===== src/acr_pkg.sv =====
// package: register map, field layout and encodings of the converter control
package acr_pkg;

    // ************************************************************
    // register offsets (byte addresses on the wishbone bus)
    // ************************************************************
    localparam logic [3:0] ACR_OFS_START_CHANNEL = 4'h0;
    localparam logic [3:0] ACR_OFS_SOURCE_REF_CLOCK = 4'h4;
    localparam logic [3:0] ACR_OFS_RESULT_LOW = 4'h8;
    localparam logic [3:0] ACR_OFS_RESULT_HIGH = 4'hC;
    localparam logic [5:0] ACR_OFS_IRQ_STATUS = 6'h10;
    localparam logic [5:0] ACR_OFS_IRQ_MASK = 6'h14;

    // ************************************************************
    // field positions and reset values
    // ************************************************************
    localparam int ACR_BIT_START = 7;
    localparam int ACR_BIT_BUSY = 6;
    localparam int ACR_BIT_POWER = 5;
    localparam int ACR_BIT_ALIGN = 4;
    localparam int ACR_SRC_LSB = 5;
    localparam logic [7:0] ACR_CTRL_RESET = 8'h00;
    localparam logic [1:0] ACR_IRQ_RESET = 2'h0;

    // ************************************************************
    // encodings
    // ************************************************************
    localparam logic [2:0] ACR_SRC_EXT0 = 3'h0;
    localparam logic [2:0] ACR_SRC_BANDGAP = 3'h1;
    localparam logic [2:0] ACR_SRC_EXT_LO = 3'h5;
    localparam logic [3:0] ACR_CH_LAST = 4'hB;
    localparam int ACR_CHANNELS = 12;

    // ************************************************************
    // timing: conversion length in converter clock periods
    // ************************************************************
    localparam int ACR_CONV_CLKS = 16;
    localparam logic [7:0] ACR_DIV_MAX = 8'h80;

    typedef enum logic [2:0] {
        ACR_IDLE = 3'b001,
        ACR_ARMED = 3'b010,
        ACR_CONV = 3'b100
    } acr_state_t;

    // converter routing selected by the control fields
    typedef struct packed {
        logic ext_en;
        logic bandgap_en;
        logic [3:0] channel;
    } acr_route_t;

endpackage : acr_pkg


===== src/acr_ctrl.sv =====
// converter control registers with wishbone slave and interrupt
`timescale 1ns/1ps
module acr_ctrl
    import acr_pkg::*;
#(
    parameter int CONV_CLKS = ACR_CONV_CLKS
) (
    // clock and reset
    input wire logic clk_i,
    input wire logic rst_i,
    // wishbone slave
    input wire logic cyc_i,
    input wire logic stb_i,
    input wire logic we_i,
    input wire logic [5:0] adr_i,
    input wire logic [3:0] sel_i,
    input wire logic [31:0] dat_i,
    output logic [31:0] dat_o,
    output logic ack_o,
    // analogue core side
    input wire logic [11:0] conv_result_i,
    output logic power_en_o,
    output logic bandgap_en_o,
    output logic ext_en_o,
    output logic [3:0] channel_o,
    output logic [1:0] vref_sel_o,
    // interrupt
    output logic irq_o
);
    // ************************************************************
    // state
    // ************************************************************
    logic [7:0] start_channel_r;
    logic [7:0] source_ref_clock_r;
    logic [11:0] result_r;
    logic [1:0] irq_stat_r;
    logic [1:0] irq_mask_r;
    logic [1:0] irq_stat_nxt;
    acr_state_t state_r;
    acr_state_t state_nxt;
    logic busy_r;
    logic conv_done;

    // decoded selection
    logic req;
    logic wr;
    logic wr_lane0;
    logic hit_ctrl0;
    logic hit_ctrl1;
    logic hit_stat;
    logic hit_mask;
    logic hit_res_lo;
    logic hit_res_hi;
    logic [7:0] wdata;
    logic [7:0] ctrl0_nxt;
    logic start_bit;
    logic start_fall;
    logic power_en;
    logic align;
    logic [7:0] res_lo;
    logic [7:0] res_hi;
    logic [31:0] rdata;
    acr_route_t route;
    logic [1:0] events;

    // decode source and channel into the analogue routing
    function automatic acr_route_t route_of(input logic [2:0] src,
                                            input logic [3:0] ch);
        acr_route_t r;
        r.channel = ch;
        r.ext_en = (src == ACR_SRC_EXT0) || (src >= ACR_SRC_EXT_LO);
        r.bandgap_en = (src == ACR_SRC_BANDGAP);
        // channel switch closes for codes 0..11 with either source
        if (r.bandgap_en)
            r.ext_en = (ch <= ACR_CH_LAST);
        else if (r.ext_en)
            r.ext_en = (ch <= ACR_CH_LAST);
        // reserved codes route nothing
        return r;
    endfunction : route_of

    // ************************************************************
    // bus decode
    // ************************************************************
    assign req = cyc_i && stb_i && !ack_o;
    // writes land on the edge that shows ack, while the master still holds
    assign wr = cyc_i && stb_i && we_i && ack_o;
    assign wr_lane0 = wr && sel_i[0];
    assign hit_ctrl0 = ({2'b00, ACR_OFS_START_CHANNEL} == adr_i);
    assign hit_ctrl1 = ({2'b00, ACR_OFS_SOURCE_REF_CLOCK} == adr_i);
    assign hit_stat = (ACR_OFS_IRQ_STATUS == adr_i);
    assign hit_mask = (ACR_OFS_IRQ_MASK == adr_i);
    assign hit_res_lo = (adr_i == {2'b00, ACR_OFS_RESULT_LOW});
    assign hit_res_hi = (adr_i == {2'b00, ACR_OFS_RESULT_HIGH});
    assign wdata = dat_i[7:0];

    // ************************************************************
    // control fields
    // ************************************************************
    assign start_bit = start_channel_r[ACR_BIT_START];
    assign power_en = start_channel_r[ACR_BIT_POWER];
    assign align = start_channel_r[ACR_BIT_ALIGN];
    // busy is read-only: writes never touch it
    assign ctrl0_nxt = {wdata[7], busy_r, wdata[5:0]};
    // conversion starts on the falling half of the start pulse
    assign start_fall = wr_lane0 && hit_ctrl0 && start_bit && !wdata[7];
    assign route = route_of(source_ref_clock_r[7:ACR_SRC_LSB],
                            start_channel_r[3:0]);

    // result layout; unused bits read zero
    assign res_hi = align ? {4'h0, result_r[11:8]} : result_r[11:4];
    assign res_lo = align ? result_r[7:0] : {result_r[3:0], 4'h0};

    // read multiplexer; unmapped addresses read zero
    assign rdata = hit_ctrl0 ? {24'h0, start_channel_r[7],
                                busy_r, start_channel_r[5:0]} :
                   hit_ctrl1 ? {24'h0, source_ref_clock_r} :
                   hit_res_lo ? {24'h0, res_lo} :
                   hit_res_hi ? {24'h0, res_hi} :
                   hit_stat ? {30'h0, irq_stat_r} :
                   hit_mask ? {30'h0, irq_mask_r} : 32'h0;

    // ************************************************************
    // conversion sequencer
    // ************************************************************
    // armed: a high start bit has been written while powered; converting after its falling write; idle otherwise
    always_comb begin
        state_nxt = state_r;
        case (state_r)
            ACR_IDLE: begin
                if (wr_lane0 && hit_ctrl0 && wdata[7] && power_en)
                    state_nxt = ACR_ARMED;
            end
            ACR_ARMED: begin
                if (!power_en)
                    state_nxt = ACR_IDLE;
                else if (start_fall)
                    state_nxt = ACR_CONV;
            end
            ACR_CONV: begin
                if (!power_en || conv_done)
                    state_nxt = ACR_IDLE;
            end
            default: state_nxt = ACR_IDLE;
        endcase
    end

    // events: bit 0 conversion done, bit 1 bandgap with live pin
    assign events = {route.bandgap_en && route.ext_en,
                     conv_done && state_r == ACR_CONV};
    // set wins over a write-one clear in the same cycle
    assign irq_stat_nxt = (irq_stat_r &
                           ~((wr_lane0 && hit_stat) ? wdata[1:0] : 2'h0))
                          | events;

    acr_conv_timer #(
        .CONV_CLKS(CONV_CLKS)
    ) u_timer (
        .clk_i(clk_i),
        .rst_i(rst_i),
        .run_i(state_r == ACR_CONV),
        .div_sel_i(source_ref_clock_r[2:0]),
        .done_o(conv_done)
    );

    // register file, busy flag and result capture
    always_ff @(posedge clk_i) begin
        if (rst_i) begin
            start_channel_r <= ACR_CTRL_RESET;
            source_ref_clock_r <= ACR_CTRL_RESET;
            result_r <= 12'h000;
            irq_stat_r <= ACR_IRQ_RESET;
            irq_mask_r <= ACR_IRQ_RESET;
            state_r <= ACR_IDLE;
            busy_r <= 1'b0;
        end else begin
            state_r <= state_nxt;
            busy_r <= (state_nxt == ACR_CONV);
            irq_stat_r <= irq_stat_nxt;
            if (wr_lane0 && hit_ctrl0)
                start_channel_r <= ctrl0_nxt;
            if (wr_lane0 && hit_ctrl1)
                source_ref_clock_r <= wdata;
            if (wr_lane0 && hit_mask)
                irq_mask_r <= wdata[1:0];
            // result clears while powered down
            if (!power_en)
                result_r <= 12'h000;
            else if (conv_done && state_r == ACR_CONV)
                result_r <= conv_result_i;
        end
    end

    // bus answer and registered outputs
    always_ff @(posedge clk_i) begin
        if (rst_i) begin
            ack_o <= 1'b0;
            dat_o <= 32'h0;
            irq_o <= 1'b0;
            power_en_o <= 1'b0;
            bandgap_en_o <= 1'b0;
            ext_en_o <= 1'b0;
            channel_o <= 4'h0;
            vref_sel_o <= 2'h0;
        end else begin
            ack_o <= req;
            dat_o <= req ? rdata : 32'h0;
            irq_o <= |(irq_stat_nxt & irq_mask_r);
            power_en_o <= power_en;
            bandgap_en_o <= route.bandgap_en;
            ext_en_o <= route.ext_en;
            channel_o <= route.channel;
            vref_sel_o <= source_ref_clock_r[4:3];
        end
    end
endmodule : acr_ctrl


===== src/acr_conv_timer.sv =====
// conversion timer: counts converter clocks derived from the system clock
`timescale 1ns/1ps
module acr_conv_timer
    import acr_pkg::*;
#(
    parameter int CONV_CLKS = ACR_CONV_CLKS
) (
    // clock and reset
    input wire logic clk_i,
    input wire logic rst_i,
    // control
    input wire logic run_i,
    input wire logic [2:0] div_sel_i,
    // status
    output logic done_o
);
    logic [7:0] pre_r;
    logic [7:0] clks_r;
    logic [7:0] div_len;
    logic tick;

    // divider length 1,2,4..128 system clocks per converter clock
    assign div_len = 8'h01 << div_sel_i;
    assign tick = (pre_r == div_len - 8'h01);

    // prescaler and converter-clock counter restart whenever idle
    always_ff @(posedge clk_i) begin
        if (rst_i || !run_i) begin
            pre_r <= 8'h00;
            clks_r <= 8'h00;
            done_o <= 1'b0;
        end else begin
            pre_r <= tick ? 8'h00 : pre_r + 8'h01;
            if (tick)
                clks_r <= clks_r + 8'h01;
            done_o <= tick && (clks_r == 8'(CONV_CLKS - 1));
        end
    end
endmodule : acr_conv_timer


===== config.mk =====
export PLATFORM = sky130hd
export DESIGN_NAME = acr_ctrl
export DESIGN_NICKNAME = d
export VERILOG_FILES = /design/src/acr_pkg.sv /design/src/acr_ctrl.sv /design/src/acr_conv_timer.sv
export SDC_FILE = /design/constraint.sdc
export NUM_CORES = 1
export LEC_CHECK = 0
export BUFFER_PORTS_ARGS = -buffer_cell sky130_fd_sc_hd__buf_2
export CORE_MARGIN = 4
export CORE_UTILIZATION = 45
export DETAILED_ROUTE_END_ITERATION = 8
export PLACE_DENSITY_LB_ADDON = 0.3
export SLEW_MARGIN = 20
export SYNTH_ARGS = -nofsm -noshare
export SYNTH_HDL_FRONTEND = slang
export SYNTH_SLANG_ARGS = --single-unit

===== constraint.sdc =====
create_clock -name clk_i -period 2 [get_ports clk_i]
set_input_delay 0.2 -clock clk_i [delete_from_list [all_inputs] [get_ports clk_i]]
set_output_delay 0.2 -clock clk_i [all_outputs]
set_load 0.05 [all_outputs]

==> out/metrics.yaml <==
setup_viol: 0
root_buffer: "clkbuf_8"
critical_path_required_ps: 2270
worst_pin_slew_ps: 534
diodes: 0
synth_edf_count: 0
antenna_left: 0
htree_levels: 3
critical_path_class: "reg -> reg"
wl_per_cell_um: 14.0
synthAdderAreaFrac_pct: 0.741
max_stage_delay_ps: 470
ys_types: 55
cts_tree: "done"
grt_pass1_vias: 2677
rsz0062_at_grt: "true"
die_area_um2: 8950
antenna_found_initial: 0
grt_use_total_pct: 17.6
synth_top_area_share_pct: 42.1
ys.warnings.count: 0
crit_path_max_fanout: 9
hp-start: "conv_result_i[2]"
netlist_instances: 387
drive_above_1_share_pct: 24.5
initial_core_util_pct: 46.5
syn_area_per_cell_um2: 8.72
drtIter0Drc: 107
die_w_um: 94.6
p_total_mw: 2.92
synth_top_family_by_area: "simple AND/OR/NAND/NOR gates"
mostFrequentLayoutCell: "dfxtp_1"
cts_hold_buffers: 0
fin_util_pct: 55.5
drtPass1Iterations: 4
max_freq_mhz: 517
fp.coreArea_um2: 7250
nNetsFinal: 517
mostFrequentLayoutCells: "dfxtp_1, buf_2, nand2_1"
synth_area_um2: 3380
r2r_cells: 5
clkSlewWorstSetupHoldPaths_ps: 90
hold_class: "in -> reg"
power.density_nw_per_um2: 724
dp_hpwl_um: 5750
clock_latency_ps: 350
vias: 2929
syn_to_final_growth_pct: 19.3
gp_congestion: 0.904
fp.dieH_um: 94.6
cts_buffer_depth: 2
ys_ff_latch: 71
post-route-min-period_ps: 1940
yosysTopAreaCell: "dfxtp_1"
start_kind: "register"
muxShareOfSynthArea_pct: 8.45
cp.arrival_ps: 2210
finClkSkew_ps: 11.6
crit_chain: "a31o_1, a221o_1, a211o_4, or4_1, a21oi_1"
max_slew_margin_pct: 63.9
drv_slew: 0
io_pins: 102
startpoint: "source_ref_clock_r[1]"
holdPathStages: 3
hold_viol: 0
synth-compound-area-share_pct: 14.5
fin_crit_sh_pct: 96.8
cts_sinks: 71
cts_made_buffers: 9
grt_pass1_wl_um: 12300
p_leak_nw: 1.79
crit_slowest_cell: "or4_1"
synth_simple_gate_area_share_pct: 23.3
synth_area_leaders: "dfxtp_1, mux2i_1, buf_4"
maxCapViolCount: 0
peakVddDrop_mv: 0.466
synthArstFlopShare_pct: 0
grt_overflow: 0
rows: 31
status: "finished clean"
min_to: "result_r[2]"
seq_area_frac_synth_pct: 42.1
grt_max_degree: 28
crit_path_end_kind: "register"
io_buffers: 50
synth_ff_type: "dfxtp_1"
wl_um: 7850
r2r_slack_ps: 60
drc_errors: 0
viasPerCell: 5.23
r2r_start: "source_ref_clock_r[1]"
synth_xor_area_share_pct: 1.56
r2r-end: "u_timer.clks_r[5]"
## cells by family after synthesis
family | count (synthesis)
buffers and inverters | 52
adders and majority gates | 2
muxes | 28
other | 1
AOI/OAI and AO/OA | 74
xor gates and xnor gates | 6
and+or+nand+nor | 153
DFF | 71
## repair_timing
| item | in CTS | in global routing |
|---|---|---|
| endpoints found under the setup margin | 3 | 12 |
| resized for setup | 2 | 8 |
| setup buffers | 0 | 1 |
| pin swaps | 0 | 0 |
## Yosys cell counts (3+ instances only)
master,count
nor3_1,14
nand2b_1,3
dfxtp_1,71
inv_1,8
nand2_1,39
nor2_1,31
o21ai_0,12
buf_6,3
nor2b_1,18
clkbuf_1,12
and3_1,6
mux2_2,4
xor2_1,5
o211a_1,3
nor3b_1,3
buf_2,3
a21oi_1,25
buf_4,24
o31ai_1,4
a211o_1,4
a22o_1,5
nand3_1,13
mux2i_1,24
or4_1,5
nand4_1,8
a31oi_1,4
## metrics by stage
stage | cell area, um^2 | hold slack [ps] | cells | TNS, ps | setup slack [ps]
2_1_floorplan | 3460 | 336 | 410 | 0 | 13.9
3_3_place_gp | 3770 | 441 | 543 | -349 | -97.4
3_5_place_dp | 3770 | 443 | 543 | -803 | -168
4_1_cts | 4000 | 75.4 | 559 | 0 | 5.71
5_1_grt | 4030 | 78.1 | 560 | -16.6 | -16.6
6_report | 4030 | 80.4 | 560 | 0 | 64.8
## how the worst max path moves through the flow
stage                                   end  slack [ps]  cells past startpoint
after CTS                 u_timer.clks_r[5]           6                      5
final                     u_timer.clks_r[5]          60                      5
after global placement           state_r[2]        -100                      6
after detailed placement         state_r[1]        -170                      6
after floorplan           u_timer.clks_r[5]          10                      7
after global routing      u_timer.clks_r[5]         -20                      5
## sequential cells by signal, summed over array words and instances (netlist names)
| name | cells |
|---|---|
| u_timer.clks_r | 8 |
| u_timer.done_o | 1 |
| irq_stat_r | 2 |
| vref_sel_o | 2 |
| ack_o | 1 |
| bandgap_en_o | 1 |
| state_r | 3 |
| dat_o | 8 |
| source_ref_clock_r | 8 |
| busy_r | 1 |
| result_r | 12 |
| ext_en_o | 1 |
| irq_o | 1 |
| u_timer.pre_r | 8 |
| power_en_o | 1 |
| irq_mask_r | 2 |
| channel_o | 4 |
| start_channel_r | 7 |
## critical path, delay by kind of cell, from the launching register on
kind	cells	cell delay (ps)
compound gates	4	1030
flops	1	370
simple gates	1	470
## report_power, final
group	switching, mW	internal, mW
logic	0.160	0.0461
registers	0.000879	1.41
clock network	0.581	0.715
total	0.742	2.17
## final cells by class
type,count,area (um^2)
multi-input cells,287,1750
fillers,696,3230
well taps,99,124
clock inverters,7,103
clock buffers,9,124
inverters,8,30.0
flip-flops and latches,71,1430
repair buffers,79,468
## per-layer routing
| metal | vias to the layer above | track usage (%) | routed length [um] |
|---|---|---|---|
| li1 | 1462 | - | - |
| met1 | 1369 | 21.8 | 3480 |
| met2 | 85 | 29.5 | 3800 |
| met3 | 13 | 4.54 | 441 |
| met4 | 0 | 6.61 | 133 |
| met5 | - | 0 | 0 |
(Power assumes the default switching activity.)
